==> src/include/ser_regs_pkg.sv <==
// Constants of the serializer event and status register bank.
// Assumes one 25 MHz core clock and a byte-wide register port behind the configuration port.
// Function
// - FIFO over/underflow, data and clock loss are error events, each maskable.
// - Mask bit 4 set stops counting PLL clock errors; clear counts them.
// - Mask bit 3 set ignores FIFO errors; clear counts them.
// - Mask bit 2 set ignores input clock detect errors; clear counts them.
// - Mask bit 1 set ignores clock loss errors; clear counts them.
// - Mask bit 0 set ignores data loss errors; clear counts them.
// - Status bit 5 reads one while a clock is present on the input pair.
// - Status bits 4:0 read one per lane while data is present.
// - Event status bit 3 reads one while the input clock is detected.
// - Event status bit 2 reads one while the PLL is locked.
// - Bit 6 set reverses serialization order; reset value keeps normal order.
// - Delay field 7:5 picks input clock delay, about 125ps a step, reset 011.
// - Bypass bit 7 set skips the programmable clock delay; reset applies it.
package ser_regs_pkg;

    // ========================================
    // Register offsets
    localparam logic [7:0] OFF_CLOCK_DELAY_BYPASS = 8'h24;
    localparam logic [7:0] OFF_EVENT_MASK = 8'h27;
    localparam logic [7:0] OFF_LVDS_OPERATION_CTRL = 8'h28;
    localparam logic [7:0] OFF_SIGNAL_LOSS_STATUS = 8'h29;
    localparam logic [7:0] OFF_EVENT_STATUS = 8'h2a;
    localparam logic [7:0] OFF_BIT_ORDER_CTRL = 8'h2e;
    localparam logic [7:0] OFF_INPUT_CLOCK_DELAY = 8'h30;
    localparam logic [7:0] OFF_ERROR_COUNT = 8'h31;

    // ========================================
    // Field positions
    localparam int BIT_DATA_LOSS_MASK = 0;
    localparam int BIT_CLOCK_LOSS_MASK = 1;
    localparam int BIT_CLK_DETECT_MASK = 2;
    localparam int BIT_FIFO_MASK = 3;
    localparam int BIT_PLL_CLK_MASK = 4;
    localparam int EVENT_MASK_W = 5;
    localparam int BIT_CLOCK_PRESENCE = 5;
    localparam int LANE_COUNT = 5;
    localparam int BIT_CLK_DETECTED = 3;
    localparam int BIT_PLL_LOCK = 2;
    localparam int BIT_REVERSE_ORDER = 6;
    localparam int BIT_DELAY_BYPASS = 7;
    localparam int DELAY_LSB = 5;
    localparam int DELAY_W = 3;
    localparam int LVDS_OP_W = 2;
    localparam int ERR_COUNT_W = 8;

    // ========================================
    // Reset values and timing
    localparam logic [4:0] EVENT_MASK_RST = 5'h00;
    localparam logic [1:0] LVDS_OP_RST = 2'h0;
    localparam logic REVERSE_ORDER_RST = 1'b0;
    localparam logic DELAY_BYPASS_RST = 1'b0;
    localparam logic [2:0] DELAY_SEL_RST = 3'h3;
    localparam logic [7:0] ERR_COUNT_RST = 8'h00;
    localparam int DELAY_STEP_PS = 125;

endpackage

==> src/include/err_count_if.sv <==
// Carrier between the register bank and its error event counter.
// Assumes both ends run on the same core clock.
interface err_count_if;
    logic [ser_regs_pkg::EVENT_MASK_W-1:0] events;
    logic [ser_regs_pkg::EVENT_MASK_W-1:0] mask;
    logic clear;
    logic [ser_regs_pkg::ERR_COUNT_W-1:0] count;

    modport src (output events, output mask, output clear, input count);
    modport cnt (input events, input mask, input clear, output count);
endinterface

==> src/verilog/err_event_counter.sv <==
// Saturating counter of unmasked error events.
// Assumes event bits are one-cycle pulses; several in one cycle all count.
module err_event_counter (
    // Clock and reset
    input wire logic mclk_i,
    input wire logic rst_n_i,
    // Events, mask, clear and count
    err_count_if.cnt ec
);

    // ========================================
    // Saturating add
    function automatic logic [ser_regs_pkg::ERR_COUNT_W-1:0] sat_add(
        input logic [ser_regs_pkg::ERR_COUNT_W-1:0] base,
        input logic [ser_regs_pkg::EVENT_MASK_W-1:0] hits
    );
        logic [ser_regs_pkg::ERR_COUNT_W:0] sum;
        sum = {1'b0, base};
        for (int i = 0; i < ser_regs_pkg::EVENT_MASK_W; i++) begin
            sum = sum + {{ser_regs_pkg::ERR_COUNT_W{1'b0}}, hits[i]};
        end
        if (sum[ser_regs_pkg::ERR_COUNT_W]) begin
            sat_add = '1;
        end else begin
            sat_add = sum[ser_regs_pkg::ERR_COUNT_W-1:0];
        end
    endfunction

    logic [ser_regs_pkg::ERR_COUNT_W-1:0] count_q;
    logic [ser_regs_pkg::ERR_COUNT_W-1:0] count_d;
    logic [ser_regs_pkg::EVENT_MASK_W-1:0] hits;

    // ========================================
    // Next count
    always_comb begin
        hits = ec.events & ~ec.mask;
        if (ec.clear) begin
            count_d = sat_add(ser_regs_pkg::ERR_COUNT_RST, hits);
        end else begin
            count_d = sat_add(count_q, hits);
        end
    end

    always_ff @(posedge mclk_i) begin
        if (!rst_n_i) begin
            count_q <= ser_regs_pkg::ERR_COUNT_RST;
        end else begin
            count_q <= count_d;
        end
    end

    assign ec.count = count_q;

endmodule

==> src/verilog/serializer_event_status_regs.sv <==
// Event mask, signal loss and event status, bit order and clock delay registers.
// Assumes a byte register port from the configuration engine and synchronous status inputs.
module serializer_event_status_regs (
    // Clock and reset
    input wire logic mclk_i,
    input wire logic rst_n_i,
    // Register port
    input wire logic [7:0] reg_addr_i,
    input wire logic reg_wr_i,
    input wire logic [7:0] reg_wdata_i,
    input wire logic reg_rd_i,
    output logic [7:0] reg_rdata_o,
    output logic reg_rvalid_o,
    // Status sources
    input wire logic [4:0] lane_data_presence_i,
    input wire logic clock_presence_i,
    input wire logic input_clock_detected_i,
    input wire logic pll_lock_i,
    input wire logic pll_clock_error_i,
    input wire logic fifo_overflow_i,
    input wire logic fifo_underflow_i,
    // Datapath controls and error count
    output logic reverse_bit_order_o,
    output logic [2:0] input_clock_delay_sel_o,
    output logic clock_delay_bypass_o,
    output logic [1:0] lvds_operation_o,
    output logic [7:0] error_count_o
);

    // ========================================
    // Control registers
    logic [4:0] event_mask_q;
    logic [4:0] event_mask_d;
    logic [1:0] lvds_op_q;
    logic [1:0] lvds_op_d;
    logic reverse_q;
    logic reverse_d;
    logic bypass_q;
    logic bypass_d;
    logic [2:0] delay_q;
    logic [2:0] delay_d;

    // ========================================
    // Address decode
    function automatic logic hit(input logic [7:0] addr, input logic [7:0] off);
        hit = (addr == off);
    endfunction

    logic wr_mask;
    logic wr_lvds;
    logic wr_order;
    logic wr_bypass;
    logic wr_delay;
    logic wr_clear;

    assign wr_mask = reg_wr_i && hit(reg_addr_i, ser_regs_pkg::OFF_EVENT_MASK);
    assign wr_lvds = reg_wr_i && hit(reg_addr_i, ser_regs_pkg::OFF_LVDS_OPERATION_CTRL);
    assign wr_order = reg_wr_i && hit(reg_addr_i, ser_regs_pkg::OFF_BIT_ORDER_CTRL);
    assign wr_bypass = reg_wr_i && hit(reg_addr_i, ser_regs_pkg::OFF_CLOCK_DELAY_BYPASS);
    assign wr_delay = reg_wr_i && hit(reg_addr_i, ser_regs_pkg::OFF_INPUT_CLOCK_DELAY);
    assign wr_clear = reg_wr_i && hit(reg_addr_i, ser_regs_pkg::OFF_ERROR_COUNT);

    // ========================================
    // Register next values
    always_comb begin
        event_mask_d = event_mask_q;
        lvds_op_d = lvds_op_q;
        reverse_d = reverse_q;
        bypass_d = bypass_q;
        delay_d = delay_q;
        if (wr_mask) begin
            event_mask_d = reg_wdata_i[4:0];
        end
        if (wr_lvds) begin
            lvds_op_d = reg_wdata_i[1:0];
        end
        if (wr_order) begin
            reverse_d = reg_wdata_i[ser_regs_pkg::BIT_REVERSE_ORDER];
        end
        if (wr_bypass) begin
            bypass_d = reg_wdata_i[ser_regs_pkg::BIT_DELAY_BYPASS];
        end
        if (wr_delay) begin
            delay_d = reg_wdata_i[ser_regs_pkg::DELAY_LSB +: ser_regs_pkg::DELAY_W];
        end
    end

    always_ff @(posedge mclk_i) begin
        if (!rst_n_i) begin
            event_mask_q <= ser_regs_pkg::EVENT_MASK_RST;
            lvds_op_q <= ser_regs_pkg::LVDS_OP_RST;
            reverse_q <= ser_regs_pkg::REVERSE_ORDER_RST;
            bypass_q <= ser_regs_pkg::DELAY_BYPASS_RST;
            delay_q <= ser_regs_pkg::DELAY_SEL_RST;
        end else begin
            event_mask_q <= event_mask_d;
            lvds_op_q <= lvds_op_d;
            reverse_q <= reverse_d;
            bypass_q <= bypass_d;
            delay_q <= delay_d;
        end
    end

    // ========================================
    // Datapath outputs
    assign reverse_bit_order_o = reverse_q;
    assign input_clock_delay_sel_o = delay_q;
    assign clock_delay_bypass_o = bypass_q;
    assign lvds_operation_o = lvds_op_q;

    // ========================================
    // Error event detection
    logic [4:0] lanes_prev_q;
    logic [4:0] lanes_prev_d;
    logic clk_prev_q;
    logic clk_prev_d;
    logic det_prev_q;
    logic det_prev_d;
    logic [4:0] events;

    function automatic logic fell(input logic prev, input logic cur);
        fell = prev && !cur;
    endfunction

    always_comb begin
        lanes_prev_d = lane_data_presence_i;
        clk_prev_d = clock_presence_i;
        det_prev_d = input_clock_detected_i;
        events = '0;
        events[ser_regs_pkg::BIT_DATA_LOSS_MASK] =
            |(lanes_prev_q & ~lane_data_presence_i);
        events[ser_regs_pkg::BIT_CLOCK_LOSS_MASK] = fell(clk_prev_q, clock_presence_i);
        events[ser_regs_pkg::BIT_CLK_DETECT_MASK] =
            fell(det_prev_q, input_clock_detected_i);
        events[ser_regs_pkg::BIT_FIFO_MASK] = fifo_overflow_i | fifo_underflow_i;
        events[ser_regs_pkg::BIT_PLL_CLK_MASK] = pll_clock_error_i;
    end

    always_ff @(posedge mclk_i) begin
        if (!rst_n_i) begin
            lanes_prev_q <= 5'h00;
            clk_prev_q <= 1'b0;
            det_prev_q <= 1'b0;
        end else begin
            lanes_prev_q <= lanes_prev_d;
            clk_prev_q <= clk_prev_d;
            det_prev_q <= det_prev_d;
        end
    end

    // ========================================
    // Error counter
    err_count_if ec ();

    assign ec.events = events;
    assign ec.mask = event_mask_q;
    assign ec.clear = wr_clear;
    assign error_count_o = ec.count;

    err_event_counter u_counter (
        .mclk_i(mclk_i),
        .rst_n_i(rst_n_i),
        .ec(ec)
    );

    // ========================================
    // Read path
    logic [7:0] rdata_q;
    logic [7:0] rdata_d;
    logic rvalid_q;
    logic rvalid_d;

    always_comb begin
        rdata_d = rdata_q;
        rvalid_d = reg_rd_i;
        if (reg_rd_i) begin
            rdata_d = 8'h00;
            unique case (reg_addr_i)
                ser_regs_pkg::OFF_CLOCK_DELAY_BYPASS: begin
                    rdata_d[ser_regs_pkg::BIT_DELAY_BYPASS] = bypass_q;
                end
                ser_regs_pkg::OFF_EVENT_MASK: begin
                    rdata_d[4:0] = event_mask_q;
                end
                ser_regs_pkg::OFF_LVDS_OPERATION_CTRL: begin
                    rdata_d[1:0] = lvds_op_q;
                end
                ser_regs_pkg::OFF_SIGNAL_LOSS_STATUS: begin
                    rdata_d[ser_regs_pkg::BIT_CLOCK_PRESENCE] = clock_presence_i;
                    rdata_d[4:0] = lane_data_presence_i;
                end
                ser_regs_pkg::OFF_EVENT_STATUS: begin
                    rdata_d[ser_regs_pkg::BIT_CLK_DETECTED] = input_clock_detected_i;
                    rdata_d[ser_regs_pkg::BIT_PLL_LOCK] = pll_lock_i;
                end
                ser_regs_pkg::OFF_BIT_ORDER_CTRL: begin
                    rdata_d[ser_regs_pkg::BIT_REVERSE_ORDER] = reverse_q;
                end
                ser_regs_pkg::OFF_INPUT_CLOCK_DELAY: begin
                    rdata_d[ser_regs_pkg::DELAY_LSB +: ser_regs_pkg::DELAY_W] = delay_q;
                end
                ser_regs_pkg::OFF_ERROR_COUNT: begin
                    rdata_d = ec.count;
                end
                default: begin
                    rdata_d = 8'h00;
                end
            endcase
        end
    end

    always_ff @(posedge mclk_i) begin
        if (!rst_n_i) begin
            rdata_q <= 8'h00;
            rvalid_q <= 1'b0;
        end else begin
            rdata_q <= rdata_d;
            rvalid_q <= rvalid_d;
        end
    end

    assign reg_rdata_o = rdata_q;
    assign reg_rvalid_o = rvalid_q;

endmodule
==> config.mk <==
export PLATFORM = sky130hd
export DESIGN_NAME = serializer_event_status_regs
export DESIGN_NICKNAME = d
export VERILOG_FILES = /design/src/include/ser_regs_pkg.sv /design/src/include/err_count_if.sv /design/src/verilog/err_event_counter.sv /design/src/verilog/serializer_event_status_regs.sv
export SDC_FILE = /design/constraint.sdc
export NUM_CORES = 1
export LEC_CHECK = 0
export ABC_CLOCK_PERIOD_IN_PS = 3500
export BUFFER_PORTS_ARGS = -buffer_cell sky130_fd_sc_hd__buf_4
export CORE_MARGIN = 1.5
export CORE_UTILIZATION = 35
export CTS_CLUSTER_DIAMETER = 40
export DETAILED_ROUTE_END_ITERATION = 8
export GPL_TIMING_DRIVEN = 0
export SLEW_MARGIN = 20
export SYNTH_ARGS = -nofsm -noshare
export SYNTH_HDL_FRONTEND = slang
export SYNTH_SLANG_ARGS = --single-unit
==> constraint.sdc <==
create_clock -name mclk_i -period 3.5 [get_ports mclk_i]
set_input_delay 0 -clock mclk_i [delete_from_list [all_inputs] [get_ports mclk_i]]
set_output_delay 0 -clock mclk_i [all_outputs]
set_load 0.05 [all_outputs]
# Word level (Yosys, flattened, before mapping)
# Index checks and enable logic that the tools add are counted.
# op_classes
eq_ne	8
n_reduce_logical	11
n_addsub	9
bitwise_logic	5
muxes	9
# ops
operator	n
equality test 8 x 6 -> 1 bit, second input constant	8
adder 9 x 1 -> 9 bit	7
two-way mux 8 bit	3
one-hot mux 2 bit (4 select lines)	2
one-hot mux 1 bit (3 select lines)	4
AND 5 bit	2
NOT 5 bit	2
adder 8 x 1 -> 9 bit	1
logical AND 1 bit	8
OR reduction 5 bit	1
adder 1 x 1 -> 2 bit	1
logical NOT 1 bit	2
bitwise OR 1 bit	1
# totals
regBits	36
input_bits	31
output_inout_bits	24

# Longest topological paths before layout
# depth
word_depth	11
ltp_mapped	11

# Modules after synthesis
# A second synthesis with hierarchy kept.
# hier_totals
cells_unflattened	232
hier_area_um2	2142.1
# by_module_without_submodules
module	area_per_inst_um2	seq_area_each_um2	cells_per_inst	instances
serializer_event_status_regs	1495.2	560.5	162	1
err_event_counter	646.9	160.2	70	1

# Least setup slack after synthesis
# Ideal clock, no wire load.
# synth_path
path_type	register to register
startpoint	reg lanes_prev_q[3]
endpoint	reg u_counter.count_q, in the netlist u_counter.ec.count[0]
path_stages_with_launch	11
setup_ns	0.119
path_slack_ns	0.347
t_arrival_ns	3.034
t_required_ns	3.381
path_cell_list	dfxtp_1 -> a222oi_1 -> a31oi_1 -> fa_1 -> fa_1 -> ha_1 -> fa_1 -> a21o_1 -> or3b_2 -> nand2_2 -> o221a_1
# synth_between
elab_chain_len	10
word_cells_on_any_way	15
# synth_rtl
item	line	rtl
start: declaration	serializer_event_status_regs.sv:113	logic [4:0] lanes_prev_q;
start signal: assignment	serializer_event_status_regs.sv:145	lanes_prev_q <= lanes_prev_d;
AND 5 bit *	serializer_event_status_regs.sv:131	|(lanes_prev_q & ~lane_data_presence_i);
OR reduction 5 bit *	serializer_event_status_regs.sv:131	
AND 5 bit *	err_event_counter.sv:36	hits = ec.events & ~ec.mask;
adder 8 x 1 -> 9 bit	err_event_counter.sv:20	sum = sum + {{ser_regs_pkg::ERR_COUNT_W{1'b0}}, hits[i]};
adder 9 x 1 -> 9 bit (4 in a row)	err_event_counter.sv:20	
two-way mux 8 bit	err_event_counter.sv:22	if (sum[ser_regs_pkg::ERR_COUNT_W]) begin
two-way mux 8 bit *	err_event_counter.sv:37	if (ec.clear) begin
end signal: assignment	err_event_counter.sv:46	count_q <= ser_regs_pkg::ERR_COUNT_RST;
end signal: assignment	err_event_counter.sv:48	count_q <= count_d;
end: declaration	err_event_counter.sv:29	logic [ser_regs_pkg::ERR_COUNT_W-1:0] count_q;
# Every way passes the cells marked *; elsewhere a longest branch is shown, timed or not.
# A chain may end at the register's enable or synchronous reset.

# Worst setup path after layout
# layout_path
startpoint	in lane_data_presence_i[0]
endpoint	reg u_counter.count_q, in the netlist u_counter.ec.count[1]
# layout_between
elab_chain_len	11
word_cells_on_any_way	16
# layout_rtl
item	line	rtl
start: declaration	serializer_event_status_regs.sv:15	input wire logic [4:0] lane_data_presence_i,
NOT 5 bit *	serializer_event_status_regs.sv:131	
AND 5 bit *	serializer_event_status_regs.sv:131	
OR reduction 5 bit *	serializer_event_status_regs.sv:131	
AND 5 bit *	err_event_counter.sv:36	
adder 8 x 1 -> 9 bit	err_event_counter.sv:20	
adder 9 x 1 -> 9 bit (4 in a row)	err_event_counter.sv:20	
two-way mux 8 bit	err_event_counter.sv:22	
two-way mux 8 bit *	err_event_counter.sv:37	
# Marks and branches as above.

==> tab_implementation.tex <==
\begin{tabular}{lr}
\hline
Metric & Value \\
\hline
\multicolumn{2}{l}{\textbf{Finish}} \\
\quad Area occupied by multi-input gates & 1180 sq um \\
\quad Final antenna diode count & 0 \\
\quad Number of nets in the layout & 336 \\
\quad Highest-count cells in the layout ignoring fill and taps & sky130\_fd\_sc\_hd\_\_buf\_4, sky130\_fd\_sc\_hd\_\_dfxtp\_1, sky130\_fd\_sc\_hd\_\_dlygate4sd3\_1 \\
\quad Core Util, Final & 50.1\% \\
\quad Area growth from synthesis to layout & 39.4\% \\
\quad Number of fill cells & 544 \\
\quad Commonest non-fill, non-tap cell in the layout & sky130\_fd\_sc\_hd\_\_buf\_4 \\
\quad Fraction of final layout cells with drive strength greater than 1 & 24.4\% \\
\quad Number of non-filler instances in the completed layout & 367 \\
\quad Area of all sequential standard cells & 721 sq um \\
\quad Finished layout cell area & 2740 sq um \\
\multicolumn{2}{l}{\textbf{Outcome}} \\
\quad Status & finished, final reports clean \\
\multicolumn{2}{l}{\textbf{Routing}} \\
\quad Per-cell routed wire length & 14.5 microns \\
\quad DRC errors left & 0 \\
\quad Initial DRC Count & 90 \\
\quad Iteration count of the initial detailed-routing pass & 4 \\
\quad Number of vias per cell & 5.10 \\
\quad Overall via count from detail\_route & 1871 \\
\quad Number of antenna-violating nets in the routed design & 0 \\
\quad Total length of routed wires & 5310 microns \\
\multicolumn{2}{l}{\textbf{Synth}} \\
\quad Post-Syn Instances & 216 \\
\quad Number of unique standard cell types used by synthesis & 52 \\
\quad Synth Warn \# & 0 \\
\quad Net Count, Synth & 258 \\
\quad Share of flip-flops with an asynchronous set or reset & 0\% \\
\quad Synthesized area per cell & 9.10 sq um \\
\quad Sequential cell area fraction in the yosys report & 36.7\% \\
\quad Register bit count reported by yosys & 36 \\
\quad Area of the mapped netlist & 1970 sq um \\
\quad Number of synthesized flops with an enable pin & 0 \\
\quad Top area cells in the synthesized netlist & sky130\_fd\_sc\_hd\_\_dfxtp\_1, sky130\_fd\_sc\_hd\_\_mux2i\_1, sky130\_fd\_sc\_hd\_\_fa\_1 \\
\quad Area share of the largest cell type after synthesis & 36.7\% \\
\quad Most used flip-flop cell after synthesis & sky130\_fd\_sc\_hd\_\_dfxtp\_1 \\
\quad Cell type with the highest aggregate area in the netlist & sky130\_fd\_sc\_hd\_\_dfxtp\_1 \\
\multicolumn{2}{l}{\textbf{Placement}} \\
\quad Pre-CTS setup slack & 0.0909 ns \\
\quad Count of buffers from port buffering & 51 \\
\quad Cell area after placement & 2440 sq um \\
\quad DP HPWL & 3970 microns \\
\quad Dpl cells & 339 \\
\quad RD Place Congestion & 0.791 \\
\multicolumn{2}{l}{\textbf{Worst setup path}} \\
\quad List of cells traversed by the critical path & dlygate4sd3\_1 -> buf\_4 -> inv\_1 -> a222oi\_1 -> a31oi\_2 -> fa\_1 -> fa\_1 -> ha\_2 -> fa\_2 -> a21o\_1 -> or3b\_4 -> nand2\_2 -> o221a\_1 \\
\quad Max stage delay cell, worst path & sky130\_fd\_sc\_hd\_\_fa\_1 \\
\quad Delay contributed by the slowest stage of the critical path & 0.54 ns \\
\quad Kind of cell with the highest combined delay on the critical path & adder cells \\
\quad Combined buffer and inverter count along the critical path & 3 \\
\quad Peak fanout along the critical path & 4 \\
\quad Endpoint class of the critical path & flop \\
\quad Kind of launch point of the worst setup path & input port \\
\quad Data arrival time of the critical path & 3.54 ns \\
\quad Most used cell along the critical path & sky130\_fd\_sc\_hd\_\_fa\_1 \\
\quad Endpoint required time on the critical path & 3.68 ns \\
\quad Setup Crit Path Kind & input port to flop \\
\multicolumn{2}{l}{\textbf{Worst hold path}} \\
\quad Min-delay worst type & input port to flop \\
\multicolumn{2}{l}{\textbf{GRT}} \\
\quad Global-route wire length before repair & 8460 microns \\
\quad Largest net degree at the start of global routing & 12 \\
\quad Aggregate global-route resource usage & 18.1\% \\
\quad Antenna violations before repair & 0 \\
\quad Number of global-route vias before repair & 1787 \\
\quad Global route overflow & 0 \\
\multicolumn{2}{l}{\textbf{STA}} \\
\quad Period minus WS final & 3.36 ns \\
\quad Hold Vio Cnt, Final & 0 \\
\quad Setup TNS & 0 ns \\
\quad Largest clock skew in the final design & 0.00979 ns \\
\quad Worst slew margin & 41.2\% \\
\quad Slew Viols, Final & 0 \\
\quad Worst Tran Pin Value & 0.874 ns \\
\quad Final critical-path setup slack & 0.138 ns \\
\quad Maximum clock frequency & 297 MHz \\
\quad Part of the cycle the worst path needs & 96.1\% \\
\quad Setup Viol. Count Final & 0 \\
\multicolumn{2}{l}{\textbf{Clock tree}} \\
\quad Clock H-tree levels & 2 \\
\quad CTS tree & yes \\
\quad Clock net sink count & 36 \\
\quad Root Buffer & sky130\_fd\_sc\_hd\_\_clkbuf\_8 \\
\quad Maximum number of buffers from clock root to sink & 2 \\
\quad Number of buffers created by CTS & 5 \\
\quad Clock-pin slew reported for the worst setup and hold paths after clock tree synthesis & 0.08 ns \\
\quad Insertion delay of the later-clocked pin in the worst-skew pair & 0.29 ns \\
\multicolumn{2}{l}{\textbf{Floorplan}} \\
\quad Die Wd & 77.9 microns \\
\quad Starting density of the core & 35.9\% \\
\quad DIE HEIGHT & 77.9 microns \\
\quad Die area & 6070 sq um \\
\quad Standard-cell rows & 27 \\
\quad Core area & 5470 sq um \\
\quad Boundary pin count & 55 \\
\multicolumn{2}{l}{\textbf{Power}} \\
\quad Peak ir drop on the vdd network & 343 uV \\
\quad Static leakage power & 0.00119 uW \\
\quad Cell area power density & 409 nW/um\^{}2 \\
\multicolumn{2}{l}{\textbf{Job}} \\
\quad Max capacitance violation total & 0 \\
\hline
\end{tabular}
## path summary, 6_finish.rpt
| check | from | to | slack [ns] | cells after the start |
|---|---|---|---|---|
| hold / removal | reg_rd_i | reg_rdata_o[6] | 0.07 | 4 |
| setup reg to reg | lanes_prev_q[3] | u_counter.ec.count[1] | 0.20 | 10 |
| hold reg to reg | reg_rdata_o[6] | reg_rdata_o[6] | 0.50 | 2 |
| setup / recovery | lane_data_presence_i[0] | u_counter.ec.count[1] | 0.14 | 13 |
## kinds of logic (layout without fill, tap and decap cells)
logic type               Yosys count  after routing  share of synthesized area, %
multiplexers                      11             11                          5.60
buffers and inverters             21            100                          4.14
AND/OR/NAND/NOR                   88             88                          26.2
adder cells (fa/ha/maj)           11             11                          8.91
AO/OA/AOI/OAI                     46             46                          17.1
flip-flops                        36             36                          36.7
XOR/XNOR                           3              3                          1.34
## registers in the layout (all words and copies together), names as in the netlist, 2 cells and up
| register | count |
|---|---|
| input_clock_delay_sel_o | 3 |
| lvds_operation_o | 2 |
| lanes_prev_q | 5 |
| ec.mask | 5 |
| u_counter.ec.count | 8 |
| reg_rdata_o | 8 |
## worst register-to-register path: stages (launching register included)
cell                       delay [ns]
sky130_fd_sc_hd__dfxtp_1         0.31
sky130_fd_sc_hd__a222oi_1        0.41
sky130_fd_sc_hd__a31oi_2         0.21
sky130_fd_sc_hd__fa_1            0.54
sky130_fd_sc_hd__fa_1            0.42
sky130_fd_sc_hd__ha_2            0.22
sky130_fd_sc_hd__fa_2            0.35
sky130_fd_sc_hd__a21o_1          0.21
sky130_fd_sc_hd__or3b_4          0.26
sky130_fd_sc_hd__nand2_2         0.06
sky130_fd_sc_hd__o221a_1         0.21
## final cells by class
cell class | count | area share [%]
Clock buffer | 6 | 3.01
Clock inverter | 2 | 0.365
Timing Repair Buffer | 71 | 21.1
Tap cell | 72 | 3.29
Buffer | 10 | 1.46
Inverter | 11 | 1.51
Sequential cell | 36 | 26.3
Multi-Input combinational cell | 159 | 43.0
## synth_stat cells, drive strengths merged (4+ instances only)
cell type,number
inv,11
nand4,5
ha,6
o21a,4
nor3,4
nand2b,6
a21oi,5
o21ai,7
nor2b,15
clkbuf,9
dfxtp,36
mux2i,11
nand3,6
and2,9
a31oi,7
nor2,9
a22oi,5
fa,5
nand2,15
## layer usage
| layer | wire length (microns) | GRT usage, % | share of wire, % | up-vias |
|---|---|---|---|---|
| li1 | - | - | - | 937 |
| met1 | 2480 | 23.9 | 47 | 868 |
| met2 | 2470 | 29.9 | 46 | 60 |
| met3 | 309 | 3.65 | 5.8 | 6 |
| met4 | 53 | 4.82 | 1.0 | 0 |
| met5 | 0 | 0 | 0 | - |
## power by group
group | total, uW | internal [uW] | switching, uW | leakage (uW)
Sequential | 461 | 436 | 24.6 | 0.000294
Combinational | 345 | 154 | 192 | 0.000848
Clock | 314 | 157 | 157 | 0.0000510
## repair_timing
item                       CTS  global route
setup endpoints to repair    0             8
hold endpoints to repair    21             0
resized for setup            0             4
setup buffers                0             2
hold buffers                18             0
## through the flow
step           power (uW)  hold WS [ns]
2_1_floorplan         693         0.122
3_3_place_gp          794         0.212
3_5_place_dp          797         0.220
4_1_cts              1120        0.0728
5_1_grt              1180         0.125
6_report             1120        0.0711
No activity file was read; power rests on OpenSTA's default activity.
